### src/common/spi_feram_pkg.sv
// constants, opcodes and state types for the serial nonvolatile memory command core
//
// Behaviour
// - bit 7 protect-enable, gates status writes with pin
// - bits 6..4 stored, read back, no function
// - bits 3..2 block protect, written and read
// - bit 1 latch: set, clear, reset, read only
// - latch stays set after write commands complete
// - bit 0 always reads zero
// - first eight bits are opcode; seventeen codes decoded
// - select rising mid-opcode performs no command
// - special-sector opcodes decoded
// - unique-ID and serial-number opcodes decoded
// - set-latch sets latch before any write
// - cleared latch blocks every write
// - status read shifts byte repeatedly, input ignored
// - status write takes byte, ignores bits 1,0
// - array read: 24-bit address, top five ignored
// - reads auto-increment and wrap to zero
// - array write commits each byte at bit eight
// - writes auto-increment and wrap to zero
// - fast read adds eight dummy bits
// - identifier read shifts 32 bits, holds last
// - sample input rising, change output falling
// - deselected: output released, inputs ignored
// - block-protect pair selects protected upper region
// - latch gates array and status writes; pin gates status writes only
package spi_feram_pkg;

  // ---------------------------------------------------------------
  // opcodes
  // ---------------------------------------------------------------
  localparam logic [7:0] SET_LATCH_CMD                = 8'h06;
  localparam logic [7:0] CLEAR_LATCH_CMD              = 8'h04;
  localparam logic [7:0] STATUS_READ_CMD              = 8'h05;
  localparam logic [7:0] STATUS_WRITE_CMD             = 8'h01;
  localparam logic [7:0] ARRAY_READ_CMD               = 8'h03;
  localparam logic [7:0] ARRAY_WRITE_CMD              = 8'h02;
  localparam logic [7:0] FAST_ARRAY_READ_CMD          = 8'h0B;
  localparam logic [7:0] DEVICE_IDENT_READ_CMD        = 8'h9F;
  localparam logic [7:0] UNIQUE_IDENT_READ_CMD        = 8'h4C;
  localparam logic [7:0] SERIAL_NUMBER_WRITE_CMD      = 8'hC2;
  localparam logic [7:0] SERIAL_NUMBER_READ_CMD       = 8'hC3;
  localparam logic [7:0] SPECIAL_SECTOR_WRITE_CMD     = 8'h42;
  localparam logic [7:0] SPECIAL_SECTOR_READ_CMD      = 8'h4B;
  localparam logic [7:0] FAST_SPECIAL_SECTOR_READ_CMD = 8'h49;
  localparam logic [7:0] RESERVED_CODE_A              = 8'hCE;
  localparam logic [7:0] RESERVED_CODE_B              = 8'hCF;
  localparam logic [7:0] RESERVED_CODE_C              = 8'hCC;

  // ---------------------------------------------------------------
  // frame lengths and widths
  // ---------------------------------------------------------------
  localparam int         ARRAY_ADDR_W = 19;
  localparam logic [5:0] OPC_LAST     = 6'd7;
  localparam logic [5:0] ADDR_LAST    = 6'd23;
  localparam logic [5:0] DUMMY_LAST   = 6'd7;
  localparam logic [5:0] BYTE_LAST    = 6'd7;
  localparam logic [2:0] OUT_BYTE_END = 3'd7;
  localparam logic [5:0] IDENT_BITS   = 6'd32;

  // ---------------------------------------------------------------
  // protection_status layout
  // ---------------------------------------------------------------
  localparam int         STAT_LOCK_BIT = 7;
  localparam int         STAT_BP_HI    = 3;
  localparam int         STAT_BP_LO    = 2;
  localparam int         STAT_NV_LO    = 2;
  localparam logic [5:0] NV_STATUS_RST = 6'h00;
  localparam logic [1:0] BP_NONE       = 2'b00;
  localparam logic [1:0] BP_QUARTER    = 2'b01;
  localparam logic [1:0] BP_HALF       = 2'b10;
  localparam logic [1:0] BP_QUARTER_HI = 2'b11;

  // arbitrary neutral identifier value
  localparam logic [31:0] DEVICE_IDENT_DEFAULT = 32'h5A01_C3E7;

  // ---------------------------------------------------------------
  // command states, gray along opcode-address-dummy-output
  // ---------------------------------------------------------------
  typedef enum logic [2:0] {
    ST_OPC    = 3'b000,
    ST_ADDR   = 3'b001,
    ST_DUMMY  = 3'b011,
    ST_DOUT   = 3'b010,
    ST_DIN    = 3'b110,
    ST_IGNORE = 3'b111
  } cmd_state_t;

  typedef struct packed {
    cmd_state_t              st;
    logic [5:0]              cnt;
    logic [7:0]              sh;
    logic [7:0]              op;
    logic [ARRAY_ADDR_W-1:0] addr;
    logic [ARRAY_ADDR_W-1:0] maddr;
    logic [5:0]              nvs;
    logic                    wr_latch;
    logic [31:0]             osh;
    logic [5:0]              ocnt;
    logic                    so;
    logic                    sck_prev;
    logic                    re;
    logic                    load;
    logic                    we;
    logic [7:0]              wdata;
  } core_state_t;

endpackage

### src/spi_feram_command_core.sv
// serial memory slave: opcode decode, protection_status, array access sequencing
module spi_feram_command_core
  import spi_feram_pkg::*;
#(
  parameter logic [31:0] DEVICE_IDENT = DEVICE_IDENT_DEFAULT
) (
  // clock and reset
  input  wire logic                    clk_i,
  input  wire logic                    sys_rst_i,
  // serial pins
  input  wire logic                    cs_n_i,
  input  wire logic                    sck_i,
  input  wire logic                    si_i,
  input  wire logic                    wp_n_i,
  output logic                         so_o,
  output logic                         so_oe_o,
  // array port
  output logic [ARRAY_ADDR_W-1:0]      mem_addr_o,
  output logic                         mem_re_o,
  output logic                         mem_we_o,
  output logic [7:0]                   mem_wdata_o,
  input  wire logic [7:0]              mem_rdata_i
);

  // ---------------------------------------------------------------
  // pin synchronisation
  // ---------------------------------------------------------------
  logic [3:0] pins_s;
  logic       cs_n_s;
  logic       sck_s;
  logic       si_s;
  logic       wp_n_s;

  // cs and wp idle high so reset does not fake a selection
  pin_sync #(
    .W       (4),
    .RST_VAL (4'b1001)
  ) u_pin_sync (
    .clk_i     (clk_i),
    .sys_rst_i (sys_rst_i),
    .async_i   ({cs_n_i, sck_i, si_i, wp_n_i}),
    .sync_o    (pins_s)
  );

  assign cs_n_s = pins_s[3];
  assign sck_s  = pins_s[2];
  assign si_s   = pins_s[1];
  assign wp_n_s = pins_s[0];

  // ---------------------------------------------------------------
  // helpers
  // ---------------------------------------------------------------
  // upper region protected according to the block-protect pair
  function automatic logic is_protected(input logic [1:0] bp, input logic [ARRAY_ADDR_W-1:0] a);
    logic p;
    p = 1'b0;
    case (bp)
      BP_NONE:    p = 1'b0;
      BP_QUARTER: p = a[ARRAY_ADDR_W-1] & a[ARRAY_ADDR_W-2];
      BP_HALF:    p = a[ARRAY_ADDR_W-1];
      default:    p = 1'b1;
    endcase
    return p;
  endfunction

  function automatic logic [ARRAY_ADDR_W-1:0] next_addr(input logic [ARRAY_ADDR_W-1:0] a);
    return ARRAY_ADDR_W'(a + 1'b1);
  endfunction

  core_state_t q;
  core_state_t d;
  logic        rise;
  logic        fall;
  logic [7:0]  in_byte;
  logic [7:0]  status_byte;
  logic [1:0]  bp;
  logic        status_writable;

  assign rise        = sck_s & ~q.sck_prev;
  assign fall        = ~sck_s & q.sck_prev;
  assign in_byte     = {q.sh[6:0], si_s};
  assign status_byte = {q.nvs, q.wr_latch, 1'b0};
  assign bp          = q.nvs[STAT_BP_HI-STAT_NV_LO -: 2];
  // pin low with protect-enable set locks the status byte
  assign status_writable = q.wr_latch & ~(q.nvs[STAT_LOCK_BIT-STAT_NV_LO] & ~wp_n_s);

  // ---------------------------------------------------------------
  // next-state logic
  // ---------------------------------------------------------------
  always_comb begin
    d          = q;
    d.sck_prev = sck_s;
    d.re       = 1'b0;
    d.we       = 1'b0;
    d.load     = q.re;
    // read data arrives one cycle after the request
    if (q.load) begin
      d.osh = {mem_rdata_i, 24'h00_0000};
    end
    if (cs_n_s) begin
      // deselect drops any partial opcode or byte
      d.st   = ST_OPC;
      d.cnt  = '0;
      d.ocnt = '0;
    end else begin
      if (rise) begin
        d.sh  = in_byte;
        d.cnt = 6'(q.cnt + 1'b1);
        case (q.st)
          ST_OPC: begin
            if (q.cnt == OPC_LAST) begin
              d.cnt = '0;
              d.op  = in_byte;
              d.st  = ST_IGNORE;
              case (in_byte)
                SET_LATCH_CMD:   d.wr_latch = 1'b1;
                CLEAR_LATCH_CMD: d.wr_latch = 1'b0;
                STATUS_READ_CMD: begin
                  d.st  = ST_DOUT;
                  d.osh = {status_byte, 24'h00_0000};
                end
                STATUS_WRITE_CMD: d.st = ST_DIN;
                ARRAY_READ_CMD,
                FAST_ARRAY_READ_CMD,
                ARRAY_WRITE_CMD:  d.st = ST_ADDR;
                DEVICE_IDENT_READ_CMD: begin
                  d.st  = ST_DOUT;
                  d.osh = DEVICE_IDENT;
                end
                // decoded, handled by the neighbouring sequencers; latch left as is
                UNIQUE_IDENT_READ_CMD, SERIAL_NUMBER_WRITE_CMD,
                SERIAL_NUMBER_READ_CMD: d.st = ST_IGNORE;
                SPECIAL_SECTOR_WRITE_CMD, SPECIAL_SECTOR_READ_CMD,
                FAST_SPECIAL_SECTOR_READ_CMD: d.st = ST_IGNORE;
                // reserved codes: recognised, rest of frame ignored
                RESERVED_CODE_A, RESERVED_CODE_B,
                RESERVED_CODE_C: d.st = ST_IGNORE;
                default: d.st = ST_IGNORE; // unlisted codes
              endcase
            end
          end
          ST_ADDR: begin
            // shifting into 19 bits drops the top five address bits
            d.addr = {q.addr[ARRAY_ADDR_W-2:0], si_s};
            if (q.cnt == ADDR_LAST) begin
              d.cnt = '0;
              if (q.op == ARRAY_WRITE_CMD) begin
                d.st = ST_DIN;
              end else if (q.op == FAST_ARRAY_READ_CMD) begin
                d.st = ST_DUMMY;
              end else begin
                d.st    = ST_DOUT;
                d.re    = 1'b1;
                d.maddr = {q.addr[ARRAY_ADDR_W-2:0], si_s};
              end
            end
          end
          ST_DUMMY: begin
            if (q.cnt == DUMMY_LAST) begin
              d.cnt   = '0;
              d.st    = ST_DOUT;
              d.re    = 1'b1;
              d.maddr = q.addr;
            end
          end
          ST_DIN: begin
            if (q.cnt == BYTE_LAST) begin
              d.cnt = '0;
              if (q.op == STATUS_WRITE_CMD) begin
                d.st = ST_IGNORE;
                if (status_writable) begin
                  d.nvs = in_byte[7:STAT_NV_LO];
                end
              end else begin
                // commit at the eighth bit, then step with natural wrap
                if (q.wr_latch && !is_protected(bp, q.addr)) begin
                  d.we    = 1'b1;
                  d.wdata = in_byte;
                  d.maddr = q.addr;
                end
                d.addr = next_addr(q.addr);
              end
            end
          end
          default: ; // ignore state: input discarded until deselect
        endcase
      end
      // output shifts on falling edges only, input ignored meanwhile
      if (fall && q.st == ST_DOUT) begin
        if (!(q.op == DEVICE_IDENT_READ_CMD && q.ocnt == IDENT_BITS)) begin
          d.so   = q.osh[31];
          d.osh  = {q.osh[30:0], 1'b0};
          d.ocnt = 6'(q.ocnt + 1'b1);
          if (q.op != DEVICE_IDENT_READ_CMD && q.ocnt[2:0] == OUT_BYTE_END) begin
            if (q.op == STATUS_READ_CMD) begin
              d.osh = {status_byte, 24'h00_0000};
            end else begin
              // prefetch next byte well before the next falling edge
              d.re    = 1'b1;
              d.addr  = next_addr(q.addr);
              d.maddr = next_addr(q.addr);
            end
          end
        end
      end
    end
  end

  // ---------------------------------------------------------------
  // state register
  // ---------------------------------------------------------------
  // nonvolatile bits take a reset image; real retention sits outside this core
  always_ff @(posedge clk_i or posedge sys_rst_i) begin
    if (sys_rst_i) begin
      q          <= '0;
      q.st       <= ST_OPC;
      q.nvs      <= NV_STATUS_RST;
      q.wr_latch <= 1'b0;
    end else begin
      q <= d;
    end
  end

  // ---------------------------------------------------------------
  // outputs
  // ---------------------------------------------------------------
  assign so_o        = q.so;
  assign so_oe_o     = (q.st == ST_DOUT);
  assign mem_addr_o  = q.maddr;
  assign mem_re_o    = q.re;
  assign mem_we_o    = q.we;
  assign mem_wdata_o = q.wdata;
endmodule // spi_feram_command_core

### src/pin_sync.sv
// two-flop synchroniser for a group of pin inputs
module pin_sync #(
  parameter int         W       = 1,
  parameter logic [W-1:0] RST_VAL = '0
) (
  // clock and reset
  input  wire logic         clk_i,
  input  wire logic         sys_rst_i,
  // pins in, synchronised levels out
  input  wire logic [W-1:0] async_i,
  output logic      [W-1:0] sync_o
);

  logic [W-1:0] meta_q;
  logic [W-1:0] sync_q;

  // first stage feeds only the second stage
  always_ff @(posedge clk_i or posedge sys_rst_i) begin
    if (sys_rst_i) begin
      meta_q <= RST_VAL;
      sync_q <= RST_VAL;
    end else begin
      meta_q <= async_i;
      sync_q <= meta_q;
    end
  end

  assign sync_o = sync_q;

endmodule // pin_sync

### config.mk
export PLATFORM = sky130hd
export DESIGN_NAME = spi_feram_command_core
export DESIGN_NICKNAME = d
export VERILOG_FILES = /design/src/common/spi_feram_pkg.sv /design/src/spi_feram_command_core.sv /design/src/pin_sync.sv
export SDC_FILE = /design/constraint.sdc
export NUM_CORES = 1
export LEC_CHECK = 0
export BUFFER_PORTS_ARGS = -buffer_cell sky130_fd_sc_hd__buf_4
export CORE_ASPECT_RATIO = 1.25
export CORE_UTILIZATION = 55
export CTS_CLUSTER_SIZE = 16
export DETAILED_ROUTE_END_ITERATION = 12
export GPL_TIMING_DRIVEN = 0
export PLACE_DENSITY = 0.73
export SKIP_LAST_GASP = 1
export SYNTH_ARGS = -nofsm -noshare
export SYNTH_HDL_FRONTEND = slang
export SYNTH_SLANG_ARGS = --single-unit
### constraint.sdc
create_clock -name clk_i -period 10.6 [get_ports clk_i]
set_input_delay 1.06 -clock clk_i [delete_from_list [all_inputs] [get_ports clk_i]]
set_output_delay 1.06 -clock clk_i [all_outputs]
set_load 0.005 [all_outputs]
==> impl_results.md <==
- Post-CTS Setup Bufs: 0
- Post-synth EDFFs: 0
- Cells after Synth: 732
- Internal power: 0.850 mW
- Sw Pwr: 0.277 mW
- R2R Path End: q[83]
- Crit. End Element: register
- Type of origin of the critical path: register
- Reg-to-reg startpoint: q[97]
- VDD IR max: 0.139 mV
- Critical-path cell list: nor4_4, a311o_1, nand2_1, a21oi_2, buf_4, o21ai_0, o311ai_0
- Hold_buf cts: 0
- Hold Crit Endpoint: u_pin_sync.sync_o[2]
- Kind of critical path: reg -> reg
- Synth Area in Adders: 0.888%
- Net count of the mapped netlist: 751
- Post-synth top cells: 124 x dfrtp_1, 78 x nand2_1, 59 x nor2_1, 45 x o21ai_0, 34 x clkbuf_1
- PD cells: 138 mW/mm^2
- Leakage: 3.65 nW
- Combinational fraction of design power: 4.4%
- Routed wire length: 18.1 mm
- Synth Area in Compound Gates: 19.9%
- Post-route ant nets: 0
- # DRC: 0
- IO Pins: 45
- Post-CTS sizing: 0
- XOR/XNOR share of the synthesized area: 2.49%
- Type of the worst min-delay path: reg -> reg
- Vias in the first global route: 5,854
- Clock power frac: 50.1%
- Area growth syn-to-layout: 16.1%
- Req. time, crit path: 10.91 ns
- Hold_sp: u_pin_sync.meta_q[2]
- Worst rel slew slack: 45.6%
- Pin count of the biggest net entering global routing: 81
- CP delay by family, top: compound AO/OA/AOI/OAI gates
- RSZ-0062 raised after global routing: no
- CTS tree: yes
- Setup TNS: 0 ns
- Maxcap violations: 0
- FILL cells: 1,017
- Share of the synthesized area in the top cell type: 44.0%
- Worst-Skew Late Latency: 0.44 ns
- Worst hold path cell count: 0
- FP Rows: 45
- Status: finished clean
- Multi-input gate area: 0.00333 sq mm
- N_diodes: 0
- Count leader, synth: dfrtp_1
- Worst-path fanout max: 10
- Main combinational cell family by area after synthesis: compound AO/OA/AOI/OAI gates
- DR vias/cell: 6.18
- DRT Pass-1 Iters: 10
- Synth top area cells: dfrtp_1 44%, nand2_1 4.2%, mux2_2 3.7%, buf_4 3.3%, o21ai_0 3.2%
- Worst path bufs/invs: 1
- Post-synthesis mux area share: 4.67%
- Seq cells post-synth: 128
- Total CTS buffers: 17
- Syn. warnings: 0
- Detailed Route Iter0 Violations: 415
- Yosys top cell by area: dfrtp_1
- DP Worst Slack: 7.99 ns
- Tot GR Track Use: 29.7%
- Root Driver: clkbuf_16
- Die Span Y: 129 um
- Sequential share of power: 45.5%
- Htree depth: 4
- Max Freq: 0.373 GHz
- Buffers on Ports: 44
- Flop-to-flop setup slack: 7.92 ns
- Setup ws final: 7.92 ns
- Core box area: 0.0123 sq mm
- Die Width: 103 um
- Period utilisation layout: 25.3%
- FFs w/ async S/R, synth: 100%
- Fin. Hold Viols: 0
- Initial antenna violation count: 0
- Slew Limit Fails: 0
- Sequential cell area: 0.00321 sq mm
- Tightest Pin Transition: 0.816 ns
- First-pass GRT wire length: 29.5 mm
- Worst path arrival time: 2.99 ns
- Gr ovfl total: 0
- Clock buffer depth: 2
- Nets: 815
- Final Setup Violations: 0
- Synth Area in Simple Gates: 19.3%
- Share of cells above drive strength 1: 21.3%
- CP max stage delay: 0.56 ns
- Initial core utilization: 57.1%
- Die ar.: 0.0133 sq mm
- Post-synthesis sequential area ratio: 45.5%
- Detail-routed net length per standard cell: 18.6 um
- HPWL Detailed: 12.9 mm
- Synthesized area: 0.00705 sq mm
- Distinct cells, synth: 81
- Minimum clock period: 2.68 ns
- Clock Sinks: 128
- CTS clk-pin slew, worst paths: 0.06 ns
- GPL Wtd Cong: 0.913
- Slowest CP cell: nor4_4
- Vias post-DR: 6,010
- Synth Flop Type: dfrtp_1
- Cells on worst reg2reg path: 7
- Post-Syn Area per Cell: 9.63 sq um
- Clock Skew: 0.00692 ns
- Net Sw Frac: 24.6%
stage by stage:
| step | std cells | hold slack, ns | total power [mW] | utilization, % | instance area [sq um] |
|---|---|---|---|---|---|
| after global placement | 940 | 0.333 | 0.566 | 61.5 | 7580 |
| after floorplan | 732 | 0.331 | 0.548 | - | 7050 |
| final | 973 | 0.348 | 1.13 | 66.4 | 8180 |
| after CTS | 973 | 0.352 | 1.13 | 66.4 | 8180 |
| after detailed placement | 941 | 0.339 | 0.570 | 61.7 | 7610 |
| after global routing | 973 | 0.357 | 1.16 | 66.4 | 8180 |
power groups by stage:
stage	registers, mW	logic [mW]	clock network (mW)
floorplan	0.514	0.0332	0
global placement	0.520	0.0456	0
detailed placement	0.520	0.0493	0
CTS	0.512	0.0495	0.570
global route	0.514	0.0560	0.592
finish	0.513	0.0491	0.565
cell usage in the layout (no fill, tap or decap), types with 7 or more instances in the layout:
master,Yosys,final
inv_1,12,11
o21ai_1,9,9
clkbuf_16,0,17
dfrtp_1,124,124
a22o_1,19,19
a22oi_1,7,7
buf_2,12,12
clkbuf_1,34,36
mux2i_1,7,7
mux2_2,23,23
a221o_1,9,9
nand3_1,27,27
nor2_1,59,59
o21ai_0,45,45
nor3_1,10,10
nand4_1,14,14
o2bb2ai_1,10,10
xnor2_1,14,14
a21oi_1,33,33
nand2_1,78,78
nor2b_1,8,8
buf_4,31,75
and3_1,13,13
o22ai_1,7,7
logic make-up (layout without fill, tap and decap cells):
group / after synthesis / after routing
xor gates and xnor gates: 20 / 20
muxes: 30 / 30
DFF: 128 / 128
and+or+nand+nor: 257 / 257
adders and majority gates: 5 / 5
buffers and inverters: 95 / 172
AOI/OAI and AO/OA: 197 / 197
final cells by class:
type	count	area share (%)
flip-flops and latches	128	39.2
well taps	164	2.51
multi-input cells	509	40.7
repair buffers	45	4.37
inverters	12	0.612
clock buffers	21	5.63
clock inverters	11	1.32
plain buffers	83	5.69
worst max path at each step:
| stage | cells after the start | to | slack [ns] | start |
|---|---|---|---|---|
| after global placement | 2 | q[31] | 4.78 | sys_rst_i |
| after detailed placement | 7 | q[83] | 7.99 | q[97] |
| final | 7 | q[83] | 7.92 | q[97] |
| after global routing | 7 | q[83] | 7.83 | q[97] |
| after CTS | 7 | q[83] | 7.96 | q[97] |
| after floorplan | 1 | bp[0] | 6.13 | sys_rst_i |
sequential cells by signal, summed over array words and instances, names as in the netlist:
register	cells
q	81
mem_addr_o	19
mem_wdata_o	8
in_byte	7
u_pin_sync.meta_q	4
u_pin_sync.sync_o	4
bp	2
mem_re_o	1
mem_we_o	1
so_o	1
per-layer routing:
| metal | GRT usage (%) | up-vias | share of wire (%) | routed length [um] |
|---|---|---|---|---|
| li1 | - | 2785 | - | - |
| met1 | 35.2 | 2940 | 40 | 7340 |
| met2 | 49.5 | 223 | 51 | 9250 |
| met3 | 6.52 | 62 | 4.6 | 830 |
| met4 | 16.8 | 0 | 4.0 | 720 |
| met5 | 0 | - | 0 | 0 |
Power figures use the tool's default switching activity.
